[src/design/cia_pkg.sv]
// Notes on behaviour
// [RQ1] A request is eligible only with its flag set and its mask clear.
// [RQ2] Eligible macro-service requests are taken at once, ignoring the enable flag.
// [RQ3] Vectored or context requests need enable set and an acceptable level.
// [RQ4] Simultaneous requests go by programmed level, then fixed default order.
// [RQ5] A request not yet taken stays pending until conditions allow it.
// [RQ6] Vectored take: push status and pc, clear enable, mark level, load vector.
// [RQ7] Context switching is used only when the source's switch enable is set.
// [RQ8] Context bank is the low three bits of the source's even vector address.
// [RQ9] Context take loads pc from bank and saves pc and status there.
// [RQ10] Context return restores pc and status, writes immediate bytes 2,3 to pair 4/5.
// [RQ11] Context return clears the highest-priority in-service bit.
// [RQ12] Each request has a two-bit field placing it in one of four levels.
// [RQ13] Any acknowledge clears the enable flag; nesting needs software to set it. A macro-service take leaves it unchanged.
// [RQ14] Enable clear or level 0 in service: only macro service accepted.
// [RQ15] Level 3 in service: level 3 accepted only with nest select clear.
// [RQ16] Level 2 in service allows levels 0,1; level 1 allows level 0.
// [RQ17] Stack break always taken: push, clear enable, vector from 003EH.
// [RQ18] Bank break uses bank from second byte, branches, saves pc and status.
// [RQ19] Bank-break return is 09H E0H; restores, writes bytes 3,4 to pair 4/5.
// [RQ20] Special-register immediate move traps when inverted byte 3 differs byte 4.
// [RQ21] Trap pushes status and instruction start, clears enable, takes trap vector.
// [RQ22] Macro service raises a vectored request after its programmed transfer count.
// [RQ23] Vectored return clears the highest-priority in-service bit.
// [RQ24] Stack-break and bank-break returns leave in-service bits unchanged.
// [RQ25] Reset sets the level-3 nest select flag.
// [RQ26] Requests are evaluated and taken only at instruction boundaries.
package cia_pkg;
    localparam int NSRC = 16;
    localparam int ADDR_W = 8;
    // Register byte offsets
    localparam logic [7:0] OFF_CTRL = 8'h00;
    localparam logic [7:0] OFF_INSVC = 8'h04;
    localparam logic [7:0] OFF_REQ = 8'h08;
    localparam logic [7:0] OFF_MASK = 8'h0C;
    localparam logic [7:0] OFF_PRIO = 8'h10;
    localparam logic [7:0] OFF_MSEN = 8'h14;
    localparam logic [7:0] OFF_CSEN = 8'h18;
    localparam logic [7:0] OFF_MSC = 8'h40;
    // Field positions and reset values
    localparam int CTRL_GIE_BIT = 0;
    localparam int CTRL_NEST_BIT = 7;
    localparam int STATUS_GIE_BIT = 1;
    localparam logic RST_NEST = 1'b1;
    localparam logic [15:0] RST_MASK = 16'hFFFF;
    localparam logic [31:0] RST_PRIO = 32'hFFFFFFFF;
    // Vector addresses and op-code bytes
    localparam logic [15:0] BREAK_VEC = 16'h003E;
    localparam logic [15:0] TRAP_VEC_DEF = 16'h003C;
    localparam logic [15:0] VEC_BASE_DEF = 16'h0040;
    localparam logic [7:0] BRET_OP1 = 8'h09;
    localparam logic [7:0] BRET_OP2 = 8'hE0;
    typedef enum logic [3:0] {
        OP_NONE, OP_STK_BREAK, OP_BANK_BREAK, OP_VEC_RET, OP_STK_RET,
        OP_CTX_RET, OP_IRQ_ON, OP_IRQ_OFF, OP_MOV_SPC
    } cia_op_t;
    typedef enum logic [3:0] {
        ACT_NONE, ACT_VEC, ACT_CTX, ACT_MACRO, ACT_STK_BREAK, ACT_BANK_BREAK,
        ACT_TRAP, ACT_VEC_RET, ACT_STK_RET, ACT_CTX_RET, ACT_BANK_RET
    } cia_act_t;
endpackage

[src/design/cia_irq_ack.sv]
`timescale 1ns/10ps
module cia_irq_ack
import cia_pkg::*;
#(
    parameter int N = NSRC,
    parameter logic [15:0] VEC_BASE = VEC_BASE_DEF,
    parameter logic [15:0] TRAP_VEC = TRAP_VEC_DEF
)
(
    input wire logic clk_sys,
    input wire logic sys_rst,
    input wire logic [ADDR_W-1:0] avs_address,
    input wire logic avs_read,
    input wire logic avs_write,
    input wire logic [31:0] avs_writedata,
    output logic [31:0] avs_readdata,
    output logic avs_waitrequest,
    input wire logic [N-1:0] irq_req,
    input wire logic instr_boundary,
    input wire cia_op_t instr_op,
    input wire logic [7:0] instr_b1,
    input wire logic [7:0] instr_b2,
    input wire logic [7:0] instr_b3,
    input wire logic [7:0] instr_b4,
    input wire logic [15:0] instr_pc,
    input wire logic [15:0] resume_pc,
    input wire logic [7:0] status_pop,
    output logic act_valid,
    output cia_act_t act_kind,
    output logic [$clog2(N)-1:0] act_src,
    output logic [2:0] act_bank,
    output logic [15:0] act_vec,
    output logic [15:0] act_save_pc,
    output logic [15:0] act_imm
);
    localparam int IW = $clog2(N);

    logic [N-1:0] req;
    logic [N-1:0] mask;
    logic [N-1:0] ms_en;
    logic [N-1:0] cs_en;
    logic [2*N-1:0] prio;
    logic irq_en;
    logic nest;
    logic [3:0] insvc;
    logic bus_ack;
    logic [N-1:0] elig;
    logic [N-1:0] ms_cand;
    logic [N-1:0] vec_cand;
    logic [3:0] lvl_ok;
    logic ms_found;
    logic vec_found;
    logic [IW-1:0] ms_idx;
    logic [IW-1:0] vec_idx;
    logic [1:0] vec_lvl;
    logic [15:0] vaddr;
    logic [8*N-1:0] msc_all;
    logic [7:0] ms_cur;
    logic ms_done;
    logic [N-1:0] sw_clr;
    logic [N-1:0] hw_clr;
    logic [N-1:0] done_set;
    logic wr_go;
    logic bank_ret;
    logic [1:0] act_lvl;
    logic [N-1:0] elig_q;
    cia_act_t d_kind;
    logic [IW-1:0] d_src;
    logic [2:0] d_bank;
    logic [15:0] d_vec;
    logic [15:0] d_pc;
    logic [15:0] d_imm;
    logic taken_int;
    logic is_ret;

    // Eligibility: flag set and mask clear
    assign elig = req & ~mask; // [RQ1]
    assign ms_cand = elig & ms_en; // [RQ2]

    // Levels acceptable given enable, in-service bits and nest select
    always_comb
    begin
        if (!irq_en || insvc[0]) // [RQ14]
            lvl_ok = 4'h0;
        else if (insvc[1]) // [RQ16]
            lvl_ok = 4'h1;
        else if (insvc[2]) // [RQ16]
            lvl_ok = 4'h3;
        else if (insvc[3]) // [RQ15]
            lvl_ok = nest ? 4'h7 : 4'hF;
        else
            lvl_ok = 4'hF;
    end

    // Vectored and context candidates per source
    for (genvar g = 0; g < N; g++)
    begin : g_cand
        assign vec_cand[g] = elig[g] & ~ms_en[g]
            & lvl_ok[prio[2*g +: 2]]; // [RQ3] [RQ12]
    end

    cia_pick #(.N(N), .IW(IW)) u_pick_ms (
        .cand(ms_cand),
        .lvl('0),
        .found(ms_found),
        .idx(ms_idx)
    );

    cia_pick #(.N(N), .IW(IW)) u_pick_vec (
        .cand(vec_cand),
        .lvl(prio),
        .found(vec_found),
        .idx(vec_idx)
    );

    assign vec_lvl = prio[2*vec_idx +: 2];
    assign vaddr = VEC_BASE + {{(15-IW){1'b0}}, vec_idx, 1'b0};
    assign ms_cur = msc_all[8*ms_idx +: 8];
    assign bank_ret = instr_b1 == BRET_OP1 && instr_b2 == BRET_OP2;

    // Next action, decided only at an instruction boundary
    always_comb
    begin
        d_kind = ACT_NONE;
        d_src = '0;
        d_bank = 3'h0;
        d_vec = 16'h0000;
        d_pc = resume_pc;
        d_imm = 16'h0000;
        if (instr_boundary) // [RQ26]
        begin
            case (instr_op)
                OP_STK_BREAK:
                begin
                    d_kind = ACT_STK_BREAK;
                    d_vec = BREAK_VEC; // [RQ17]
                end
                OP_BANK_BREAK:
                begin
                    d_kind = ACT_BANK_BREAK;
                    d_bank = instr_b2[2:0]; // [RQ18]
                end
                OP_VEC_RET: d_kind = ACT_VEC_RET;
                OP_STK_RET: d_kind = ACT_STK_RET;
                OP_CTX_RET:
                begin
                    if (bank_ret) // [RQ19]
                    begin
                        d_kind = ACT_BANK_RET;
                        d_imm = {instr_b4, instr_b3};
                    end
                    else
                    begin
                        d_kind = ACT_CTX_RET;
                        d_imm = {instr_b3, instr_b2}; // [RQ10]
                    end
                end
                OP_MOV_SPC:
                begin
                    if (~instr_b3 != instr_b4) // [RQ20]
                    begin
                        d_kind = ACT_TRAP;
                        d_vec = TRAP_VEC;
                        d_pc = instr_pc; // [RQ21]
                    end
                end
                default: d_kind = ACT_NONE;
            endcase
            if (d_kind == ACT_NONE)
            begin
                if (ms_found) // [RQ2]
                begin
                    d_kind = ACT_MACRO;
                    d_src = ms_idx;
                end
                else if (vec_found) // [RQ3] [RQ5]
                begin
                    d_src = vec_idx;
                    d_vec = vaddr;
                    if (cs_en[vec_idx]) // [RQ7]
                    begin
                        d_kind = ACT_CTX; // [RQ9]
                        d_bank = vaddr[2:0]; // [RQ8]
                    end
                    else
                        d_kind = ACT_VEC; // [RQ6]
                end
            end
        end
    end

    assign taken_int = d_kind == ACT_VEC || d_kind == ACT_CTX;
    assign is_ret = d_kind == ACT_VEC_RET || d_kind == ACT_STK_RET
        || d_kind == ACT_CTX_RET || d_kind == ACT_BANK_RET;
    assign ms_done = d_kind == ACT_MACRO && ms_cur <= 8'h01;

    // Action to the sequencer, one cycle after the boundary
    always_ff @(posedge clk_sys)
    begin
        if (sys_rst)
        begin
            act_valid <= 1'b0;
            act_kind <= ACT_NONE;
            act_src <= '0;
            act_bank <= 3'h0;
            act_vec <= 16'h0000;
            act_save_pc <= 16'h0000;
            act_imm <= 16'h0000;
            act_lvl <= 2'h0;
        end
        else
        begin
            act_valid <= d_kind != ACT_NONE;
            act_kind <= d_kind;
            act_src <= d_src;
            act_bank <= d_bank;
            act_vec <= d_vec;
            act_save_pc <= d_pc;
            act_imm <= d_imm;
            act_lvl <= vec_lvl;
        end
    end

    // Global enable: hardware events win over a register write
    always_ff @(posedge clk_sys)
    begin
        if (sys_rst)
            irq_en <= 1'b0;
        else if (taken_int || d_kind == ACT_STK_BREAK
            || d_kind == ACT_BANK_BREAK || d_kind == ACT_TRAP)
            irq_en <= 1'b0; // [RQ13] [RQ6] [RQ17] [RQ21]
        else if (is_ret)
            irq_en <= status_pop[STATUS_GIE_BIT];
        else if (instr_boundary && instr_op == OP_IRQ_ON)
            irq_en <= 1'b1;
        else if (instr_boundary && instr_op == OP_IRQ_OFF)
            irq_en <= 1'b0;
        else if (wr_go && avs_address == OFF_CTRL)
            irq_en <= avs_writedata[CTRL_GIE_BIT];
    end

    // Nest select, software owned
    always_ff @(posedge clk_sys)
    begin
        if (sys_rst)
            nest <= RST_NEST; // [RQ25]
        else if (wr_go && avs_address == OFF_CTRL)
            nest <= avs_writedata[CTRL_NEST_BIT];
    end

    // In-service level bits
    always_ff @(posedge clk_sys)
    begin
        if (sys_rst)
            insvc <= 4'h0;
        else if (taken_int)
            insvc <= insvc | (4'h1 << vec_lvl); // [RQ6]
        else if (d_kind == ACT_VEC_RET || d_kind == ACT_CTX_RET) // [RQ24]
            insvc <= insvc & (insvc - 4'h1); // [RQ11] [RQ23]
    end

    // Request flags: sets win over every clear
    assign sw_clr = (wr_go && avs_address == OFF_REQ)
        ? avs_writedata[N-1:0] : '0;
    assign hw_clr = (taken_int || d_kind == ACT_MACRO)
        ? ({{(N-1){1'b0}}, 1'b1} << d_src) : '0;
    assign done_set = ms_done ? ({{(N-1){1'b0}}, 1'b1} << d_src) : '0;

    always_ff @(posedge clk_sys)
    begin
        if (sys_rst)
            req <= '0;
        else
            req <= (req & ~sw_clr & ~hw_clr) | irq_req | done_set; // [RQ5]
    end

    // Macro enables: a finished channel turns into a vectored request
    always_ff @(posedge clk_sys)
    begin
        if (sys_rst)
            ms_en <= '0;
        else if (ms_done)
            ms_en <= ms_en & ~done_set; // [RQ22]
        else if (wr_go && avs_address == OFF_MSEN)
            ms_en <= avs_writedata[N-1:0];
    end

    // Mask, level fields and context enables
    always_ff @(posedge clk_sys)
    begin
        if (sys_rst)
        begin
            mask <= RST_MASK[N-1:0];
            prio <= RST_PRIO[2*N-1:0];
            cs_en <= '0;
        end
        else if (wr_go)
        begin
            if (avs_address == OFF_MASK)
                mask <= avs_writedata[N-1:0];
            else if (avs_address == OFF_PRIO)
                prio <= avs_writedata[2*N-1:0]; // [RQ12]
            else if (avs_address == OFF_CSEN)
                cs_en <= avs_writedata[N-1:0];
        end
    end

    // Transfer counters, one per channel
    for (genvar g = 0; g < N; g++)
    begin : g_msc
        logic [7:0] cnt;
        always_ff @(posedge clk_sys)
        begin
            if (sys_rst)
                cnt <= 8'h00;
            else if (wr_go && avs_address == OFF_MSC + 8'(4*g))
                cnt <= avs_writedata[7:0];
            else if (d_kind == ACT_MACRO && d_src == IW'(g)
                && cnt != 8'h00)
                cnt <= cnt - 8'h01; // [RQ22]
        end
        assign msc_all[8*g +: 8] = cnt;
    end

    // Bus slave: every access answers at its second edge
    assign avs_waitrequest = (avs_read | avs_write) & ~bus_ack;
    assign wr_go = avs_write & bus_ack;

    always_ff @(posedge clk_sys)
    begin
        if (sys_rst)
            bus_ack <= 1'b0;
        else
            bus_ack <= (avs_read | avs_write) & ~bus_ack;
    end

    // Read data, unmapped offsets read zero
    always_ff @(posedge clk_sys)
    begin
        if (sys_rst)
            avs_readdata <= 32'h00000000;
        else if (avs_read && !bus_ack)
        begin
            if (avs_address == OFF_CTRL)
                avs_readdata <= {24'h000000, nest, 6'h00, irq_en};
            else if (avs_address == OFF_INSVC)
                avs_readdata <= {28'h0000000, insvc};
            else if (avs_address == OFF_REQ)
                avs_readdata <= 32'(req);
            else if (avs_address == OFF_MASK)
                avs_readdata <= 32'(mask);
            else if (avs_address == OFF_PRIO)
                avs_readdata <= 32'(prio);
            else if (avs_address == OFF_MSEN)
                avs_readdata <= 32'(ms_en);
            else if (avs_address == OFF_CSEN)
                avs_readdata <= 32'(cs_en);
            else if (avs_address[7:6] == 2'b01
                && avs_address[1:0] == 2'b00
                && 32'(avs_address[5:2]) < N)
                avs_readdata <= {24'h000000,
                    msc_all[8*avs_address[5:2] +: 8]};
            else
                avs_readdata <= 32'h00000000;
        end
    end

    // Checks
    always_ff @(posedge clk_sys)
    begin
        elig_q <= elig;
    end
endmodule // cia_irq_ack

[src/design/cia_pick.sv]
`timescale 1ns/10ps
// Picks the lowest level, then the lowest index, among candidates
module cia_pick
#(
    parameter int N = 16,
    parameter int IW = 4
)
(
    input wire logic [N-1:0] cand,
    input wire logic [2*N-1:0] lvl,
    output logic found,
    output logic [IW-1:0] idx
);
    // Level sweep outside, default order inside
    always_comb
    begin
        found = 1'b0;
        idx = '0;
        for (int l = 0; l < 4; l++)
        begin
            for (int i = 0; i < N; i++)
            begin
                if (!found && cand[i] && lvl[2*i +: 2] == l[1:0]) // [RQ4]
                begin
                    found = 1'b1;
                    idx = i[IW-1:0];
                end
            end
        end
    end
endmodule // cia_pick

[config.mk]
export PLATFORM = sky130hd
export DESIGN_NAME = cia_irq_ack
export DESIGN_NICKNAME = d
export VERILOG_FILES = /design/src/design/cia_pkg.sv /design/src/design/cia_irq_ack.sv /design/src/design/cia_pick.sv
export SDC_FILE = /design/constraint.sdc
export NUM_CORES = 1
export LEC_CHECK = 0
export ABC_AREA = 1
export BUFFER_PORTS_ARGS = -buffer_cell sky130_fd_sc_hd__buf_4
export CAP_MARGIN = 0
export CORE_MARGIN = 3
export CORE_UTILIZATION = 50
export CTS_BUF_LIST = sky130_fd_sc_hd__clkbuf_2 sky130_fd_sc_hd__clkbuf_4 sky130_fd_sc_hd__clkbuf_8
export DETAILED_ROUTE_END_ITERATION = 10
export HOLD_SLACK_MARGIN = 0.03
export PLACE_DENSITY = 0.7
export SETUP_SLACK_MARGIN = 0.05
export SLEW_MARGIN = 10
export SYNTH_ARGS = -nofsm -noshare
export SYNTH_HDL_FRONTEND = slang
export SYNTH_SLANG_ARGS = --single-unit
[constraint.sdc]
create_clock -name clk_sys -period 6.85 [get_ports clk_sys]
set_input_delay 0.685 -clock clk_sys [delete_from_list [all_inputs] [get_ports clk_sys]]
set_output_delay 0.685 -clock clk_sys [all_outputs]
set_load 0.02 [all_outputs]
After elaboration in Yosys (flattened, before gate mapping)
Index checks and enable logic that the tools add are counted.
Word-level totals
  memory bits (writable): 0
  register bits after elaboration: 323
  input bits: 137
  bits in latches: 0
  logic and storage cells: 877
  memories: 0
  ROM bits: 0
  output and inout bits: 93
Cells by class
  order comparisons: 18
  shifts and indexed selects: 5
  muxes and demuxes: 275
  multipliers: 0
  bitwise gates (word level): 70
  $add $sub $neg: 18
  equal/unequal tests: 107
  reductions and logical operators: 351
  divide/modulo/power cells: 0
Operators by type and width (count)
  4-bit 2-to-1 mux: 80
  8-bit 2-to-1 mux: 33
  128-bit by 8-bit variable part select with 8-bit output: 2
  16-bit 2-to-1 mux: 14
  1-bit logical AND: 199
  32-bit 2-to-1 mux: 5
  8-bit by 7-bit == test with 1-bit output, second input constant: 16
  8-bit nonzero test: 16
  8-bit by 1-bit subtractor with 8-bit output, second input constant: 16
  1-bit 2-to-1 mux: 103
  16-bit bitwise AND: 5
  1-bit zero test: 80
  2-bit == test, second input constant: 32
  16-bit inverter: 4
  4-bit by 3-bit == test with 1-bit output, second input constant: 12
  4-bit == test, second input constant: 12
  2-bit by 3-bit < comparator with 1-bit output, second input constant: 16
  3-bit 2-to-1 mux: 14
  2-bit nonzero test: 18
  1-bit bitwise AND: 34
  2-bit by 1-bit == test with 1-bit output, second input constant: 17
  2-bit zero test: 17
  1-bit binary-select mux with 2-bit select: 16
  16-bit OR: 2
  33 further kinds: 81

Depth between registers and ports, before layout
  depth in word-level cells: 277
  gate-level depth with buffers: 56

Hierarchy
Synthesis repeated with hierarchy kept, for this count alone.
Unflattened totals
  cell total of the unflattened synthesis: 3660
  area, all modules: 22532.9 um2
Modules (own cells, without submodules)
  cia_irq_ack: times used 1, area an instance 19312.3 um2, cells each 3016
  cia_pick: times used 2, area an instance 1610.3 um2, cells each 322

Worst setup path before layout
Ideal clock, no wire load.
  kind: register to register
  start point: register prio[3]
  end point: register g_msc[6].cnt[1]
  setup slack: 1.006 ns
  setup time: 0.112 ns
  cell stages (with the launch flop): 54
  buffers on the path: 3
  data arrival time: 5.732 ns
  clock period less this slack: 5.844 ns
  cell sequence: dfxtp_1 > buf_4 > inv_2 > nand2_1 > nor2_1 > nor2_1 > nand3_2 > nand2_2 > nor2_2 > nand4_2 > nor2_2 > nand4_2 > nor2_2 > nand4_2 > nor2_2 > nand4_2 > nor2_2 > nand4_2 > [... 18 more ...] > nor3_2 > nand4_4 > nand2_4 > buf_6 > nand2_2 > nand3_2 > nand3_2 > nand3_2 > nand2_2 > a21oi_4 > nand2_4 > nor2_8 > buf_12 > nand2_8 > nand2_8 > inv_2 > nor2_1 > nor2_1
Between the ends
  word-level cells in the longest chain between the ends: 265
  elaborated cells between the ends (all ways): 337
Ends and longest elaborated chain
  from (decl): RTL line cia_irq_ack.sv:42  | logic [2*N-1:0] prio;
  from (signal assigned): RTL line cia_irq_ack.sv:294  | prio <= RST_PRIO[2*N-1:0];
  from (signal assigned): RTL line cia_irq_ack.sv:302  | prio <= avs_writedata[2*N-1:0];
  1-bit binary-select mux with 2-bit select: RTL line cia_irq_ack.sv:99  | & lvl_ok[prio[2*g +: 2]];
  1-bit 2-to-1 mux (not written as such): RTL line cia_irq_ack.sv:99
  1-bit bitwise AND: RTL line cia_irq_ack.sv:99
  1-bit logical AND (2 in a row): RTL line cia_pick.sv:23  | if (!found && cand[i] && lvl[2*i +: 2] == l[1:0])
  1-bit 2-to-1 mux: RTL line cia_pick.sv:23
  1-bit zero test: RTL line cia_pick.sv:23
  1-bit logical AND (2 in a row): RTL line cia_pick.sv:23
  1-bit 2-to-1 mux: RTL line cia_pick.sv:23
  [... 247 more ...]
  4-bit 2-to-1 mux: RTL line cia_irq_ack.sv:176  | else if (vec_found)
  4-bit 2-to-1 mux: RTL line cia_irq_ack.sv:171  | if (ms_found)
  4-bit 2-to-1 mux: RTL line cia_irq_ack.sv:169  | if (d_kind == ACT_NONE)
  4-bit 2-to-1 mux: RTL line cia_irq_ack.sv:130  | if (instr_boundary)
  4-bit by 2-bit == test with 1-bit output: RTL line cia_irq_ack.sv:318  | else if (d_kind == ACT_MACRO && d_src == IW'(g)
  1-bit logical AND *: RTL line cia_irq_ack.sv:318
  1-bit logical AND *: RTL line cia_irq_ack.sv:319  | && cnt != 8'h00)
  2-bit nonzero test (no line) *
  to (signal assigned): RTL line cia_irq_ack.sv:317  | cnt <= avs_writedata[7:0];
  to (signal assigned): RTL line cia_irq_ack.sv:320  | cnt <= cnt - 8'h01;
  to (decl): RTL line cia_irq_ack.sv:311  | logic [7:0] cnt;
Mark *: on every way between the ends. The rest lies on a longest branch, timed or not. The select of a mux whose other input is x is not followed.
A chain may end at the register's enable or synchronous reset.

Final worst setup path
  start point: register ms_en[3]
  end point: register g_msc[9].cnt[1]
Between the ends
  word-level cells in the longest chain between the ends: 257
  elaborated cells between the ends (all ways): 375
Ends and longest elaborated chain
  from (decl): RTL line cia_irq_ack.sv:40  | logic [N-1:0] ms_en;
  from (signal assigned): RTL line cia_irq_ack.sv:283  | ms_en <= ms_en & ~done_set;
  from (signal assigned): RTL line cia_irq_ack.sv:285  | ms_en <= avs_writedata[N-1:0];
  1-bit inverter: RTL line cia_irq_ack.sv:98  | assign vec_cand[g] = elig[g] & ~ms_en[g]
  1-bit bitwise AND: RTL line cia_irq_ack.sv:98
  1-bit bitwise AND: RTL line cia_irq_ack.sv:99
  1-bit logical AND (2 in a row): RTL line cia_pick.sv:23
  1-bit 2-to-1 mux: RTL line cia_pick.sv:23
  1-bit zero test: RTL line cia_pick.sv:23
  1-bit logical AND (2 in a row): RTL line cia_pick.sv:23
  1-bit 2-to-1 mux: RTL line cia_pick.sv:23
  [... 239 more ...]
  4-bit 2-to-1 mux: RTL line cia_irq_ack.sv:176
  4-bit 2-to-1 mux: RTL line cia_irq_ack.sv:171
  4-bit 2-to-1 mux: RTL line cia_irq_ack.sv:169
  4-bit 2-to-1 mux: RTL line cia_irq_ack.sv:130
  4-bit by 2-bit == test with 1-bit output: RTL line cia_irq_ack.sv:318
  1-bit logical AND *: RTL line cia_irq_ack.sv:318
  1-bit logical AND *: RTL line cia_irq_ack.sv:319
  2-bit nonzero test (no line) *
  to (signal assigned): RTL line cia_irq_ack.sv:317
  to (signal assigned): RTL line cia_irq_ack.sv:320
  to (decl): RTL line cia_irq_ack.sv:311
Marked as above.

==> results.py <==
metrics = {
    "synth": {
        "synth-edff-count": 0,
        "synthDistinctLibCells": 72,
        "synth.largest_area_cell": "dfxtp_1",
        "synth_compound_area_share_pct": 20.47,
        "synth_mux_area_share_pct": 0.7629,
        "synth.cell_area_sq_um": 20990,
        "synthAdderAreaFrac_pct": 1.907,
        "synth_top_cells_by_count": "nand2_1 (608), inv_1 (396), nor2_1 (340)",
        "synth-simple-area-share_pct": 32.35,
        "ys_ff_latch": 313,
        "yosysWarnings": 0,
        "synth_top_family_by_area": "simple AND/OR/NAND/NOR gates",
        "synth_area_leaders": "dfxtp_1 (30%), nand2_1 (11%), inv_1 (7.1%)",
        "async_flop_share_pct": 0,
        "synth_top_area_share_pct": 29.85,
        "synth_xor_area_share_pct": 3.171,
        "synth_ff_type": "dfxtp_1",
        "synthCells": 3183,
        "yosysSeqAreaShare_pct": 29.85,
        "syn_area_per_cell_sq_um": 6.595,
        "synth.most_common_cell": "nand2_1",
    },
    "floorplan": {
        "dieArea_sq_um": 44480,
        "rows": 74,
        "ios": 230,
        "die_h_um": 210.9,
        "core_area_sq_um": 41110,
        "start_util_pct": 51.06,
        "dieWidth_um": 210.9,
    },
    "placement": {
        "gp_congestion": 0.9969,
        "dp_slack_ns": -0.1255,
        "hpwl_mm": 59.43,
        "portBuffers": 212,
    },
    "detailed_routing": {
        "wl_per_cell_um": 19.74,
        "detail_route.drc_violations": 0,
        "drtPass1Iterations": 6,
        "final_antenna_net_count": 0,
        "viasPerCell": 5.883,
        "routed_wirelength_mm": 81.95,
        "num_vias": 24430,
        "first_iter_violations": 2127,
    },
    "clocking": {
        "hold_buffers": 0,
        "root_buffer": "clkbuf_8",
        "cts_tree": "yes",
        "cts_buffer_depth": 3,
        "clock_latency_ns": 0.70,
        "htree_levels": 2,
        "cts.clk_slew.worst_paths_ns": 0.06,
        "cts_buffers": 58,
        "cts.sinks": 313,
    },
    "worst_setup_path": {
        "required_ns": 7.44,
        "cp_slowest_cell": "dfxtp_1",
        "cp_slowest_stage_delay_ns": 0.33,
        "cp.arrival_ns": 7.48,
        "startpoint_type": "flip-flop",
        "crit_path_max_fanout": 8,
        "cp_num_buf_inv": 6,
        "endpoint_kind": "flip-flop",
        "critPathKind": "flip-flop to flip-flop",
        "cp_top_family": "simple AND/OR/NAND/NOR gates",
        "crit_top_cell": "nor2_4",
    },
    "worst_hold_path": {
        "hold_path.class": "input port to flip-flop",
    },
    "sta": {
        "worst_pin_slew_ns": 1.435,
        "grt_setup_unrepaired": "true",
        "fin_tns_setup_ns": -0.2778,
        "timing.slew.headroom_pct": 3.431,
        "slew_violations": 0,
        "fmax_mhz": 145.2,
        "final.min_clock_period_ns": 6.887,
        "final.setup.worst_slack_ns": -0.03699,
        "post-route-period-util_pct": 100.5,
        "hold_viol_final": 0,
        "setup_viol": 25,
        "fin_skew_ns": 0.05676,
    },
    "grt": {
        "grt_max_degree": 89,
        "grt_pass1_vias": 22310,
        "antenna_found_initial": 0,
        "grt_pass1_wl_mm": 121.7,
        "track_usage_pct": 34.31,
        "grt.overflow.total": 0,
    },
    "layout": {
        "area_growth_pct": 27.52,
        "antennaDiodeCount": 0,
        "drive_above_1_share_pct": 22.62,
        "fin_nets": 3746,
    },
    "power": {
        "power_leakage_nw": 12.32,
        "powerDensity_nw_per_um2": 152.6,
        "ir_worst_vdd_uv": 126.2,
    },
    "outcome": {
        "failed_checks": "negative setup slack",
        "status": "finished with violations",
    },
    "run": {
        "drv_cap": 0,
    },
}
## cell families (layout without fill, tap and decap cells)
kind of cell	after synthesis	in the layout
xor gates and xnor gates	76	76
DFF	313	313
buffers and inverters	565	982
muxes	16	16
AOI/OAI and AO/OA	704	704
other	1	10
and+or+nand+nor	1476	1487
adders and majority gates	32	32
## cell usage in the layout (no fill, tap or decap), types with 8 or more instances in the layout
cell type,instances
nor2_4,16
o221ai_1,31
nand2_1,577
a31oi_1,29
clkinv_2,13
nand2_8,29
a22oi_1,34
nand3_2,32
a21oi_2,13
nor4_1,25
xnor2_1,19
nand2_2,39
nor2_2,35
nand2_4,19
nand4_4,8
o22ai_1,27
clkbuf_4,13
nor2_1,302
buf_4,432
a22o_1,8
nand4_1,53
nor3_1,79
ha_1,32
buf_6,17
inv_1,387
dfxtp_1,306
clkbuf_8,74
conb_1,10
a21oi_1,235
xor2_1,57
inv_2,20
o21ai_0,176
mux2i_1,16
nand3_1,247
o211ai_1,100
inv_4,8
## registers in the layout, indices dropped and copies added (netlist names), 6 cells and up
signal	count
mask	16
act_save_pc	16
g_msc.cnt	128
prio	32
avs_readdata	32
req	16
ms_en	16
cs_en	16
act_vec	6
act_imm	16
## path summary, 6_finish.rpt
check | from | end | slack (ns) | cells after the start
min | avs_writedata[25] | prio[25] | 0.24 | 3
min reg2reg | ms_en[5] | ms_en[5] | 0.46 | 2
max | ms_en[3] | g_msc[9].cnt[1] | -0.04 | 53
max reg2reg | ms_en[3] | g_msc[9].cnt[1] | -0.04 | 53
## report_power, final
group          switching [W]  internal, W
sequential         0.0000122      0.00184
combinational       0.000221     0.000113
clock               0.000860      0.00104
total                0.00109      0.00299
## layer usage
metal / GRT usage, % / part of all wire (%)
met5: 0 / 0
met4: 16.77 / 5.7
met3: 5.867 / 9.1
met2: 57.07 / 46
met1: 43.26 / 39
## per-stage QoR
stage / utilization (%) / cell area, sq um / total power [W] / hold WS, ns / cells
2_1_floorplan: - / 21030 / 0.002054 / 0.4345 / 3192
3_3_place_gp: 58.50 / 24050 / 0.002205 / 0.4450 / 3989
3_5_place_dp: 58.50 / 24050 / 0.002210 / 0.4485 / 3989
4_1_cts: 62.29 / 25610 / 0.004092 / 0.2108 / 4113
5_1_grt: 65.11 / 26770 / 0.004199 / 0.2412 / 4152
6_report: 65.11 / 26770 / 0.004085 / 0.2403 / 4152
## cell type report
type                       instances  area, sq um
clock buffer                      87         1116
fill                            3724        14340
sequential                       313         6280
multi-input combinational       2325        13320
clock inverter                    16        91.34
inverter                         418         1599
tap                              532        665.6
timing repair buffer             461         3695
## what timing repair did
item | 4_1_cts | 5_1_grt
setup buffers | 20 | 28
gates resized for setup | 37 | 186
setup endpoints to repair | 157 | 170
gates cloned | 1 | 12
endpoints found under the hold margin | 0 | 0
pin swaps | 4 | 56
## worst register-to-register path, delay by kind of cell, from the launching register on
kind,cells,cell delay (ns)
buffers and inverters,6,0.76
and+or+nand+nor,46,5.55
DFF,1,0.33
AOI/OAI and AO/OA,1,0.15
Note: power is estimated with default switching activity, not from simulation.
